--- config.mk ---
export PLATFORM = sky130hd
export DESIGN_NAME = hbps_top
export DESIGN_NICKNAME = d
export VERILOG_FILES = /design/src/include/hbps_pkg.sv /design/src/hdl/hbps_wave.sv /design/src/hdl/hbps_steer.sv /design/src/hdl/hbps_top.sv
export VERILOG_INCLUDE_DIRS = /design/src /design/src/include
export SDC_FILE = /design/constraint.sdc
export NUM_CORES = 1
export LEC_CHECK = 0
export ABC_CLOCK_PERIOD_IN_PS = 4080
export BUFFER_PORTS_ARGS = -buffer_cell sky130_fd_sc_hd__buf_2
export CAP_MARGIN = 20
export CORE_MARGIN = 10
export CORE_UTILIZATION = 35
export CTS_CLUSTER_DIAMETER = 120
export DETAILED_ROUTE_END_ITERATION = 10
export GPL_TIMING_DRIVEN = 1
export PLACE_DENSITY = 0.53
export SETUP_SLACK_MARGIN = 0.4
export SLEW_MARGIN = 20
export SYNTH_ARGS = -nofsm -noshare
export SYNTH_HDL_FRONTEND = slang
export SYNTH_SLANG_ARGS = --single-unit
--- constraint.sdc ---
create_clock -name mclk -period 4.08 [get_ports mclk]
set_input_delay 0.816 -clock mclk [delete_from_list [all_inputs] [get_ports mclk]]
set_output_delay 0.816 -clock mclk [all_outputs]
set_load 0.02 [all_outputs]
--- src/include/hbps_params.svh ---
// Constants for the H-bridge PWM output steering block.
`ifndef HBPS_PARAMS_SVH
`define HBPS_PARAMS_SVH
`define HBPS_ADDR_W 5
`define HBPS_CH_CFG_BASE 5'h00
`define HBPS_DUTY_BASE 5'h08
`define HBPS_CTRL_ADDR 5'h10
`define HBPS_PERIOD_ADDR 5'h11
`define HBPS_CFG_RESET 8'h00
`define HBPS_DUTY_RESET 16'h0000
`define HBPS_PERIOD_RESET 11'h000
`define HBPS_CFG_OM_POS 6
`define HBPS_CFG_AM_POS 4
`define HBPS_DUTY_POL_POS 0
`define HBPS_CTRL_SIDE_POS 0
`define HBPS_CTRL_SHORT_POS 1
`define HBPS_UNMAPPED_READ 16'h0000
`endif

--- src/include/hbps_pkg.sv ---
// Types for the H-bridge PWM output steering block.
package hbps_pkg;
	typedef enum logic [1:0] {
		HBPS_OM_HALF_MINUS,
		HBPS_OM_HALF_PLUS,
		HBPS_OM_FULL,
		HBPS_OM_DUAL
	} hbps_omode_type;
	typedef enum logic [1:0] {
		HBPS_AM_OFF,
		HBPS_AM_LEFT,
		HBPS_AM_RIGHT,
		HBPS_AM_CENTER
	} hbps_amode_type;
endpackage : hbps_pkg

--- src/hdl/hbps_wave.sv ---
// Left aligned PWM waveform generator for one channel.
`timescale 1ns/1ps
module hbps_wave (
	input wire logic mclk,
	input wire logic arst_n,
	input wire logic enable,
	input wire logic [10:0] count,
	input wire logic [10:0] duty,
	output logic active
);
	logic next_active;

	always_comb
	begin
		next_active = enable && (count < duty);
	end

	always_ff @(posedge mclk or negedge arst_n)
	begin
		if (!arst_n)
			active <= 1'b0;
		else
			active <= next_active;
	end
endmodule : hbps_wave

--- src/hdl/hbps_steer.sv ---
// Pin steering for one channel from its mode, sign and PWM phase.
`timescale 1ns/1ps
`include "hbps_params.svh"
module hbps_steer (
	input wire logic mclk,
	input wire logic arst_n,
	input wire logic enable,
	input wire logic full_mode,
	input wire logic half_plus,
	input wire logic polarity,
	input wire logic side_sel_a,
	input wire logic active,
	output logic plus_o,
	output logic plus_oe,
	output logic minus_o,
	output logic minus_oe
);
	logic pwm_lvl;
	logic pwm_on_plus;
	logic next_plus_o;
	logic next_plus_oe;
	logic next_minus_o;
	logic next_minus_oe;

	always_comb
	begin
		pwm_lvl = side_sel_a ? active : ~active;
		pwm_on_plus = polarity ^ side_sel_a;
		next_plus_o = 1'b0;
		next_plus_oe = 1'b0;
		next_minus_o = 1'b0;
		next_minus_oe = 1'b0;
		if (enable)
		begin
			if (full_mode)
			begin
				next_plus_oe = 1'b1;
				next_minus_oe = 1'b1;
				next_plus_o = pwm_on_plus ? pwm_lvl : ~side_sel_a;
				next_minus_o = pwm_on_plus ? ~side_sel_a : pwm_lvl;
			end
			else
			begin
				next_plus_oe = half_plus;
				next_minus_oe = ~half_plus;
				next_plus_o = half_plus ? ~active : 1'b0;
				next_minus_o = half_plus ? 1'b0 : ~active;
			end
		end
	end

	always_ff @(posedge mclk or negedge arst_n)
	begin
		if (!arst_n)
		begin
			plus_o <= 1'b0;
			plus_oe <= 1'b0;
			minus_o <= 1'b0;
			minus_oe <= 1'b0;
		end
		else
		begin
			plus_o <= next_plus_o;
			plus_oe <= next_plus_oe;
			minus_o <= next_minus_o;
			minus_oe <= next_minus_oe;
		end
	end
endmodule : hbps_steer

--- src/hdl/hbps_top.sv ---
// Eight-channel H-bridge PWM controller with output steering.
// Functional notes
// - After reset all channels are disabled and every pin is released.
// - Full modes: one pin PWM, other static; half mode: other pin released.
// - Pair n holds channels 2n and 2n+1 on its first and second pin sets.
// - Full modes: sign bit together with side select picks the PWM pin.
// - Half mode ignores the sign bit; output mode picks the PWM pin.
// - Dual full only when both channels enabled and both select mode 11.
// - A lone dual full channel runs as full bridge; partner as programmed.
// - Duty is bits 10:0 in long format, bits 8:2 in short format.
// - Short format: a high byte write alone is a complete duty update.
// - Dual mode copies written duties to working duties at the first overflow after an odd duty write.
// - Repeated even duty writes before transfer keep only the latest value.
// - Mode 10: channels independent, working duty reloads every overflow.
// - Modes 00 and 01: independent channels, one pin PWM, other released.
// - A released pin is never driven by this block.
// - Output mode codes: 00 half minus, 01 half plus, 10 full, 11 dual.
// - Full modes: static pin high when side select 0, low when 1.
// - Full modes: side select 1 inverts sign meaning and makes PWM active high.
// - Dual pair loads working duties on overflow only after odd duty write.
//
// The address map and the address-and-strobe port were decided locally.
`timescale 1ns/1ps
`include "hbps_params.svh"
module hbps_top (
	input wire logic mclk,
	input wire logic arst_n,
	input wire logic [`HBPS_ADDR_W-1:0] addr,
	input wire logic [15:0] wdata,
	input wire logic [1:0] wbe,
	input wire logic wr,
	input wire logic rd,
	output logic [15:0] rdata,
	output logic [7:0] plus_o,
	output logic [7:0] plus_oe,
	output logic [7:0] minus_o,
	output logic [7:0] minus_oe
);
	logic [7:0] cfg [8];
	logic [7:0] next_cfg [8];
	logic [7:0] wcfg [8];
	logic [7:0] next_wcfg [8];
	logic [15:0] duty [8];
	logic [15:0] next_duty [8];
	logic [10:0] wduty [8];
	logic [10:0] next_wduty [8];
	logic [7:0] wpol;
	logic [7:0] next_wpol;
	logic [3:0] odd_written;
	logic [3:0] next_odd_written;
	logic side_sel_a;
	logic next_side_sel_a;
	logic short_duty_format;
	logic next_short_duty_format;
	logic [10:0] period;
	logic [10:0] next_period;
	logic [10:0] count;
	logic [10:0] next_count;
	logic [15:0] next_rdata;
	logic overflow;
	logic [7:0] ch_en;
	logic [7:0] ch_full;
	logic [7:0] ch_dual;
	logic [7:0] ch_active;

	// Extracts the duty count from a stored word.
	function automatic logic [10:0] duty_value(input logic [15:0] w);
		duty_value = w[15:5];
	endfunction : duty_value

	function automatic logic [1:0] omode(input logic [7:0] c);
		omode = c[`HBPS_CFG_OM_POS+:2];
	endfunction : omode

	function automatic logic ch_enabled(input logic [7:0] c);
		ch_enabled = c[`HBPS_CFG_AM_POS+:2] != hbps_pkg::HBPS_AM_OFF;
	endfunction : ch_enabled

	// ----------------------------------------------------------------
	// Register writes and the timer.
	// ----------------------------------------------------------------
	always_comb
	begin
		next_side_sel_a = side_sel_a;
		next_short_duty_format = short_duty_format;
		next_period = period;
		next_odd_written = odd_written;
		next_rdata = `HBPS_UNMAPPED_READ;
		overflow = (period != 11'h000) && (count >= period - 11'h001);
		next_count = (period == 11'h000 || overflow) ? 11'h000 : count + 11'h001;
		if (overflow)
			next_odd_written = 4'h0;
		for (int i = 0; i < 8; i++)
		begin
			next_cfg[i] = cfg[i];
			next_duty[i] = duty[i];
		end
		if (wr)
		begin
			if (addr == `HBPS_CTRL_ADDR)
			begin
				next_side_sel_a = wdata[`HBPS_CTRL_SIDE_POS];
				next_short_duty_format = wdata[`HBPS_CTRL_SHORT_POS];
			end
			if (addr == `HBPS_PERIOD_ADDR)
				next_period = wdata[10:0];
			for (int i = 0; i < 8; i++)
			begin
				if (addr == `HBPS_CH_CFG_BASE + 5'(i))
					next_cfg[i] = wdata[7:0];
				if (addr == `HBPS_DUTY_BASE + 5'(i))
				begin
					if (short_duty_format)
					begin
						if (wbe[1])
							next_duty[i][15:1] = {2'b00, wdata[14:8], 6'h00};
						if (wbe[0])
							next_duty[i][`HBPS_DUTY_POL_POS] = wdata[`HBPS_DUTY_POL_POS];
					end
					else
					begin
						if (wbe[1])
							next_duty[i][15:8] = wdata[15:8];
						if (wbe[0])
							next_duty[i][7:0] = wdata[7:0];
						if (wbe == 2'b11)
							next_duty[i] = {wdata[10:0], 4'h0, wdata[`HBPS_DUTY_POL_POS]};
					end
					if (i % 2 == 1)
						next_odd_written[i/2] = 1'b1;
				end
			end
		end
		if (rd)
		begin
			if (addr == `HBPS_CTRL_ADDR)
				next_rdata = {14'h0000, short_duty_format, side_sel_a};
			if (addr == `HBPS_PERIOD_ADDR)
				next_rdata = {5'h00, count};
			for (int i = 0; i < 8; i++)
			begin
				if (addr == `HBPS_CH_CFG_BASE + 5'(i))
					next_rdata = {8'h00, cfg[i]};
				if (addr == `HBPS_DUTY_BASE + 5'(i))
					next_rdata = duty[i];
			end
		end
	end

	// ----------------------------------------------------------------
	// Working register transfer.
	// ----------------------------------------------------------------
	always_comb
	begin
		next_wpol = wpol;
		for (int i = 0; i < 8; i++)
		begin
			next_wcfg[i] = wcfg[i];
			next_wduty[i] = wduty[i];
			if (period == 11'h000 || !ch_enabled(cfg[i]) || ch_en == 8'h00)
				next_wcfg[i] = cfg[i];
			else if (overflow)
				next_wcfg[i] = cfg[i];
		end
		for (int p = 0; p < 4; p++)
		begin
			for (int k = 0; k < 2; k++)
			begin
				if (period == 11'h000 || !ch_enabled(cfg[2*p+k]))
				begin
					next_wduty[2*p+k] = duty_value(duty[2*p+k]);
					next_wpol[2*p+k] = duty[2*p+k][`HBPS_DUTY_POL_POS];
				end
				else if (overflow && (!ch_dual[2*p+k] || odd_written[p]))
				begin
					next_wduty[2*p+k] = duty_value(duty[2*p+k]);
					next_wpol[2*p+k] = duty[2*p+k][`HBPS_DUTY_POL_POS];
				end
			end
		end
	end

	// ----------------------------------------------------------------
	// Mode decode per channel.
	// ----------------------------------------------------------------
	always_comb
	begin
		for (int i = 0; i < 8; i++)
		begin
			ch_en[i] = ch_enabled(wcfg[i]) && period != 11'h000;
			ch_full[i] = omode(wcfg[i]) == hbps_pkg::HBPS_OM_FULL
				|| omode(wcfg[i]) == hbps_pkg::HBPS_OM_DUAL;
		end
		for (int p = 0; p < 4; p++)
		begin
			ch_dual[2*p] = ch_en[2*p] && ch_en[2*p+1]
				&& omode(wcfg[2*p]) == hbps_pkg::HBPS_OM_DUAL
				&& omode(wcfg[2*p+1]) == hbps_pkg::HBPS_OM_DUAL;
			ch_dual[2*p+1] = ch_dual[2*p];
		end
	end

	always_ff @(posedge mclk or negedge arst_n)
	begin
		if (!arst_n)
		begin
			for (int i = 0; i < 8; i++)
			begin
				cfg[i] <= `HBPS_CFG_RESET;
				wcfg[i] <= `HBPS_CFG_RESET;
				duty[i] <= `HBPS_DUTY_RESET;
				wduty[i] <= 11'h000;
			end
			wpol <= 8'h00;
			odd_written <= 4'h0;
			side_sel_a <= 1'b0;
			short_duty_format <= 1'b0;
			period <= `HBPS_PERIOD_RESET;
			count <= 11'h000;
			rdata <= 16'h0000;
		end
		else
		begin
			for (int i = 0; i < 8; i++)
			begin
				cfg[i] <= next_cfg[i];
				wcfg[i] <= next_wcfg[i];
				duty[i] <= next_duty[i];
				wduty[i] <= next_wduty[i];
			end
			wpol <= next_wpol;
			odd_written <= next_odd_written;
			side_sel_a <= next_side_sel_a;
			short_duty_format <= next_short_duty_format;
			period <= next_period;
			count <= next_count;
			rdata <= next_rdata;
		end
	end

	// ----------------------------------------------------------------
	// Channels: index 2n is even pin set of pair n, 2n+1 the odd set.
	// ----------------------------------------------------------------
	// pair pin mapping
	for (genvar i = 0; i < 8; i++)
	begin : g_ch
		hbps_wave u_wave (
			.mclk(mclk),
			.arst_n(arst_n),
			.enable(ch_en[i]),
			.count(count),
			.duty(wduty[i]),
			.active(ch_active[i])
		);
		hbps_steer u_steer (
			.mclk(mclk),
			.arst_n(arst_n),
			.enable(ch_en[i]),
			.full_mode(ch_full[i]),
			.half_plus(omode(wcfg[i]) == hbps_pkg::HBPS_OM_HALF_PLUS),
			.polarity(wpol[i]),
			.side_sel_a(side_sel_a),
			.active(ch_active[i]),
			.plus_o(plus_o[i]),
			.plus_oe(plus_oe[i]),
			.minus_o(minus_o[i]),
			.minus_oe(minus_oe[i])
		);
	end
endmodule : hbps_top

Word-level counts from Yosys, hierarchy flattened
Index checks and enable logic that the tools add are counted.
{"block": "classes", "magnitude_cmp": 9, "mux": 184, "n_eq_ne": 44, "n_addsub": 2, "n_bitwise": 25, "n_reduce_logical": 147}
{"cell": "$mux W16", "count": 20}
{"cell": "$mux W11", "count": 17}
{"cell": "$mux W8", "count": 18}
{"cell": "$mux W1", "count": 125}
{"cell": "$reduce_and A4 Y1", "count": 24}
{"cell": "$lt A11 B11 Y1", "count": 8}
{"cell": "$reduce_bool A2 Y1", "count": 34}
{"cell": "$eq A5 B4 Y1 const B", "count": 8}
{"cell": "$eq A2 B2 Y1 const B", "count": 17}
{"cell": "$logic_and A1 B1 Y1", "count": 33}
{"cell": "$logic_or A1 B1 Y1", "count": 29}
{"cell": "$eq A5 B3 Y1 const B", "count": 4}
{"cell": "$reduce_and A2 Y1", "count": 10}
{"cell": "$not A1 Y1", "count": 17}
{"cell": "$eq A2 B1 Y1 const B", "count": 8}
{"cell": "$mux W15", "count": 1}
{"cell": "$logic_not A1 Y1", "count": 12}
{"cell": "$add A11 B1 Y11 const B", "count": 1}
{"cell": "$ge A11 B11 Y1", "count": 1}
{"cell": "$logic_not A11 Y1", "count": 1}
{"cell": "$reduce_bool A11 Y1", "count": 1}
{"cell": "$sub A11 B1 Y11 const B", "count": 1}
{"cell": "$eq A5 B2 Y1 const B", "count": 2}
{"cell": "$eq A5 B5 Y1 const B", "count": 2}
{"cell": "other kinds (8)", "count": 17}
{"block": "word_totals", "inputBits": 27, "output_inout_bits": 48, "reg_bits": 436, "word_cells": 513}

Logic depth before layout (Yosys ltp)
{"block": "logic_depth", "ltp_word": 20, "ltp_mapped": 15, "ltp_nobuf": 13}

Modules after synthesis
Synthesis repeated with hierarchy kept, for this count alone.
{"block": "hier_totals", "hier_cells": 1787, "hier_area_um2": 20515.9}
{"mod": "hbps_top", "area_per_inst_um2": 16942.5, "cells_per_inst": 1379, "instances": 1, "seq_area_each_um2": 9108.7}
{"mod": "hbps_wave", "area_per_inst_um2": 282.8, "cells_per_inst": 36, "instances": 8, "seq_area_each_um2": 25.0}
{"mod": "hbps_steer", "area_per_inst_um2": 163.9, "cells_per_inst": 15, "instances": 8, "seq_area_each_um2": 100.1}

Least setup slack after synthesis
Ideal clock, no wire load.
{"block": "synth_path", "path_kind": "register to register", "start": "register period[5]", "end": "register wduty[58] (netlist name)", "arrival_ps": 3294, "setup_ps": 125, "synth_period_minus_slack_ps": 3419, "path_buffers": 4, "stages_incl_launch_ff": 14, "slack_ps": 661, "t_required_ps": 3955, "cell_sequence": "dfrtp_1 > nor4_1 > nand4b_1 > or3_1 > buf_2 > clkbuf_1 > and2_1 > ha_1 > a21oi_1 > o21ai_2 > buf_6 > a211oi_4 > buf_6 > mux2_2"}
{"block": "synth_between", "elab_chain_len": 9, "word_cells_on_any_way": 16, "cone_classes": "add/sub: 1; order compare: 1; mux: 1; reduce/logical: 13"}
{"item": "start, declared", "line": "hbps_top.sv:55", "text": "logic [10:0] period;"}
{"item": "start signal, assigned", "line": "hbps_top.sv:218", "text": "period <= `HBPS_PERIOD_RESET;"}
{"item": "start signal, assigned", "line": "hbps_top.sv:235", "text": "period <= next_period;"}
{"item": "parallel branches: the longest is 9 deep, another holds $sub A11 B1 Y11"}
{"item": "end signal, assigned by index", "line": "hbps_top.sv:229", "text": "wduty[i] <= next_wduty[i];"}
{"item": "end, declared", "line": "hbps_top.sv:45", "text": "logic [10:0] wduty [8];"}
Parallel ways; which one is timed is not known.
A chain may end at the register's enable or synchronous reset.

Worst setup path after layout
{"block": "layout_path", "start": "register period[0]", "end": "register wduty[3] (netlist name)"}
Same word-level chain as after synthesis.

==> run metrics <==
result of the run=finished clean; placed cell count=2618; cell chosen for the clock root=sky130_fd_sc_hd__clkbuf_16; crit-path max FO=17; Post-Syn Nets=about 2000; detailed-router iteration count before antenna repair=6; CTS H-tree depth=2; Yosys Warn Count=0; clock slew at the register clock pins of the worst setup and hold paths=0.06 ns; drt total wl=~65 mm; initial antenna violation count=6; number of clock sinks=404; number of enable flip-flop cells after synthesis=0; placed cell areas=0.0215 mm²; number of DRC violations after detailed routing=0; half-perimeter wire length after placement=about 48 mm; num rows=88; CP required=4.54 ns; number of slew-limit violations in the final report=0; WHS=approximately 0.27 ns; number of setup buffers added after CTS=0; number of setup violations in the final report=0; port buffer count=74; Max Fclk=293 MHz; Period minus WS final=3.42 ns; r2r startpoint=period[0]; Static Leak=roughly 11 nW; net count of the finished layout=2020; placeable core area=0.0577 mm²; detail-routed net length per standard cell=24.0 µm; vias in the first global route=15100; clock latency of the later-clocked register in the worst-skew pair=0.58 ns; Inserted Clock Buffers=44; cell area after technology mapping=0.0204 mm²; kind of capture point of the worst setup path=register; Cell Count, Final, Fillers Out=2696; antenna-violating nets left=0; crit start category=register; most instantiated flip-flop cell in the synthesis netlist=sky130_fd_sc_hd__dfrtp_1; starting DRC count in detailed routing=1114; Total Die Area=around 0.068 mm²; max-capacitance violation count=0; worst voltage drop across the vdd grid=approximately 0.26 mV; via count=around 15000; critical path data arrival time=slightly below 4 ns; Critical path origin=period[0]; average via count per standard cell=~5.6; clock skew=0.0233 ns; per-instance average area after synthesis=11.0 µm²; number of gates resized after CTS=0; count of cell types in the netlist=65; Seq cells post-synth=404; ports placed on the boundary=75; total congestion overflow=0; classification of the worst-slack hold path=input pin to asynchronous set/reset pin; proportion of layout cells with a drive suffix above 1=25.0%; worst max-slew margin expressed relative to the limit=between 30% and 40%; global-route wire length before repair=97.8 mm; ratio of final minimum period to clock period=83.8%; clock tree from TritonCTS=yes; count of hold-fix buffers inserted at cts=0; Overall Global Routing Usage=19.0%; maximum clock insertion buffer count=3; sequential fraction of the synthesis area=49.7%; hold violation total from the final report=0; Finished Core Util=39.7%; global placer's final weighted congestion=~0.93; Initial Utilization=about a third; total power density per cell area=approximately 630 mW/mm²; pin count of the biggest net entering global routing=91; Area growth, synth to finish=12.6%; die outline height=261 µm; Die X=261 µm; Worst Setup Path Type=register to register; Setup TNS Final=0 ns; area of all placed cells without fillers=0.0229 mm²; Least-Margin Pin Slew=0.943 ns; post-synthesis cell count=1854; share of flip-flops with an asynchronous set or reset after synthesis=100%; RSZ-0062 raised after global routing=no
## placed cells by master, fill, tap and decap left out, types with 13 or more instances in the layout
cell | synthesis | routed
sky130_fd_sc_hd__dfrtp_1 | 404 | 404
sky130_fd_sc_hd__nor3_1 | 21 | 20
sky130_fd_sc_hd__mux2_2 | 256 | 256
sky130_fd_sc_hd__buf_2 | 35 | 73
sky130_fd_sc_hd__and3_1 | 13 | 13
sky130_fd_sc_hd__clkbuf_16 | 0 | 45
sky130_fd_sc_hd__o22ai_1 | 14 | 14
sky130_fd_sc_hd__nand2_1 | 140 | 140
sky130_fd_sc_hd__mux2i_1 | 20 | 20
sky130_fd_sc_hd__a211oi_1 | 17 | 17
sky130_fd_sc_hd__inv_1 | 103 | 103
sky130_fd_sc_hd__a31oi_1 | 15 | 15
sky130_fd_sc_hd__nor2b_1 | 14 | 14
sky130_fd_sc_hd__o21a_1 | 34 | 34
sky130_fd_sc_hd__ha_1 | 93 | 93
sky130_fd_sc_hd__a41o_1 | 16 | 16
sky130_fd_sc_hd__a21oi_1 | 88 | 88
sky130_fd_sc_hd__o21ai_0 | 120 | 119
sky130_fd_sc_hd__a221oi_1 | 14 | 14
sky130_fd_sc_hd__a22oi_1 | 31 | 31
sky130_fd_sc_hd__buf_4 | 33 | 57
sky130_fd_sc_hd__nand3_1 | 31 | 31
sky130_fd_sc_hd__a21o_1 | 22 | 22
sky130_fd_sc_hd__nor2_1 | 94 | 94
## critical path, stage by stage, from the launching register on
cell and delay, ns:
sky130_fd_sc_hd__dfrtp_1 0.40, sky130_fd_sc_hd__inv_1 0.09, sky130_fd_sc_hd__ha_1 0.21, sky130_fd_sc_hd__nand2_1 0.09, sky130_fd_sc_hd__or2_2 0.29, sky130_fd_sc_hd__nor4_1 0.23
sky130_fd_sc_hd__xnor2_1 0.12, sky130_fd_sc_hd__ha_1 0.21, sky130_fd_sc_hd__nor3_1 0.17, sky130_fd_sc_hd__o21ai_0 0.14, sky130_fd_sc_hd__a21oi_2 0.16, sky130_fd_sc_hd__o21ai_2 0.06
sky130_fd_sc_hd__buf_4 0.23, sky130_fd_sc_hd__a211oi_2 0.20, sky130_fd_sc_hd__buf_4 0.29, sky130_fd_sc_hd__mux2_2 0.37
## power breakdown
group	switching [mW]	internal (mW)
combinational	2.60	1.99
sequential	0.939	4.96
clock	1.66	2.23
## metal layers
layer	vias up	track usage [%]	wire [µm]
met4	10	7.71	2600
met2	466	29.6	28900
li1	6736	-	-
met1	7623	25.7	28900
met5	-	0	72
met3	145	3.62	4270
## registers in the layout, summed over array words and instances, names as in the netlist, 11 cells and up
| name | flops |
|---|---|
| duty | 128 |
| wduty | 88 |
| cfg | 64 |
| wcfg | 32 |
| rdata | 16 |
| count | 11 |
| period | 11 |
## final timing paths
path / to / slack [ns] / depth (start not counted)
max reg2reg: wduty[3] / 0.66 / 15
max: wduty[3] / 0.66 / 15
min reg2reg: duty[2] / 0.48 / 2
max in group asynchronous: g_ch[7].u_steer.plus_o / 2.83 / 2
min: duty[28] / 0.27 / 1
min in group mclk: duty[2] / 0.48 / 2
## cell usage after synthesis, types with 13 or more instances
master | number | area, µm²
sky130_fd_sc_hd__and3_1 | 13 | 81.3
sky130_fd_sc_hd__a21oi_1 | 88 | 440
sky130_fd_sc_hd__nand2_1 | 140 | 526
sky130_fd_sc_hd__a41o_1 | 16 | 160
sky130_fd_sc_hd__clkbuf_1 | 58 | 218
sky130_fd_sc_hd__o22ai_1 | 14 | 87.6
sky130_fd_sc_hd__buf_2 | 35 | 175
sky130_fd_sc_hd__nor2b_1 | 14 | 87.6
sky130_fd_sc_hd__ha_1 | 93 | 1160
sky130_fd_sc_hd__dfrtp_1 | 404 | 10100
sky130_fd_sc_hd__a31oi_1 | 15 | 93.8
sky130_fd_sc_hd__a221oi_1 | 14 | 123
sky130_fd_sc_hd__buf_4 | 33 | 248
sky130_fd_sc_hd__a21o_1 | 22 | 165
sky130_fd_sc_hd__inv_1 | 103 | 387
sky130_fd_sc_hd__nand3_1 | 31 | 155
sky130_fd_sc_hd__nor3_1 | 21 | 105
sky130_fd_sc_hd__o21a_1 | 34 | 255
sky130_fd_sc_hd__o21ai_0 | 120 | 601
sky130_fd_sc_hd__a211oi_1 | 17 | 128
sky130_fd_sc_hd__a22oi_1 | 31 | 233
sky130_fd_sc_hd__nor2_1 | 94 | 353
sky130_fd_sc_hd__mux2_2 | 256 | 2880
sky130_fd_sc_hd__mux2i_1 | 20 | 200
## cell type report
type                       count  area [µm²]
antenna                        1        2.50
clock buffer                  65        1280
clock inverter                11        98.8
fill                        5632       34800
inverter                     104         390
multi-input combinational   1210        9190
sequential                   404       10100
tap                          765         957
timing repair buffer         136         893
## cells by family (layout without fill, tap and decap cells)
family | count (synthesis) | in the layout | share of synthesized area [%]
buffers and inverters | 240 | 316 | 5.32
adders and majority gates | 93 | 93 | 5.72
other | 0 | 1 | 0
and+or+nand+nor | 389 | 389 | 9.30
xor gates and xnor gates | 17 | 17 | 0.731
DFF | 404 | 404 | 49.7
AOI/OAI and AO/OA | 434 | 434 | 14.1
muxes | 277 | 277 | 15.2
## through the flow
stage	total power, mW	setup WS [ns]
global placement	10.5	0.566
global route	15.3	0.417
finish	14.4	0.662
CTS	14.5	0.684
floorplan	8.91	0.661
detailed placement	10.6	0.549
Power figures use the tool's default switching activity.
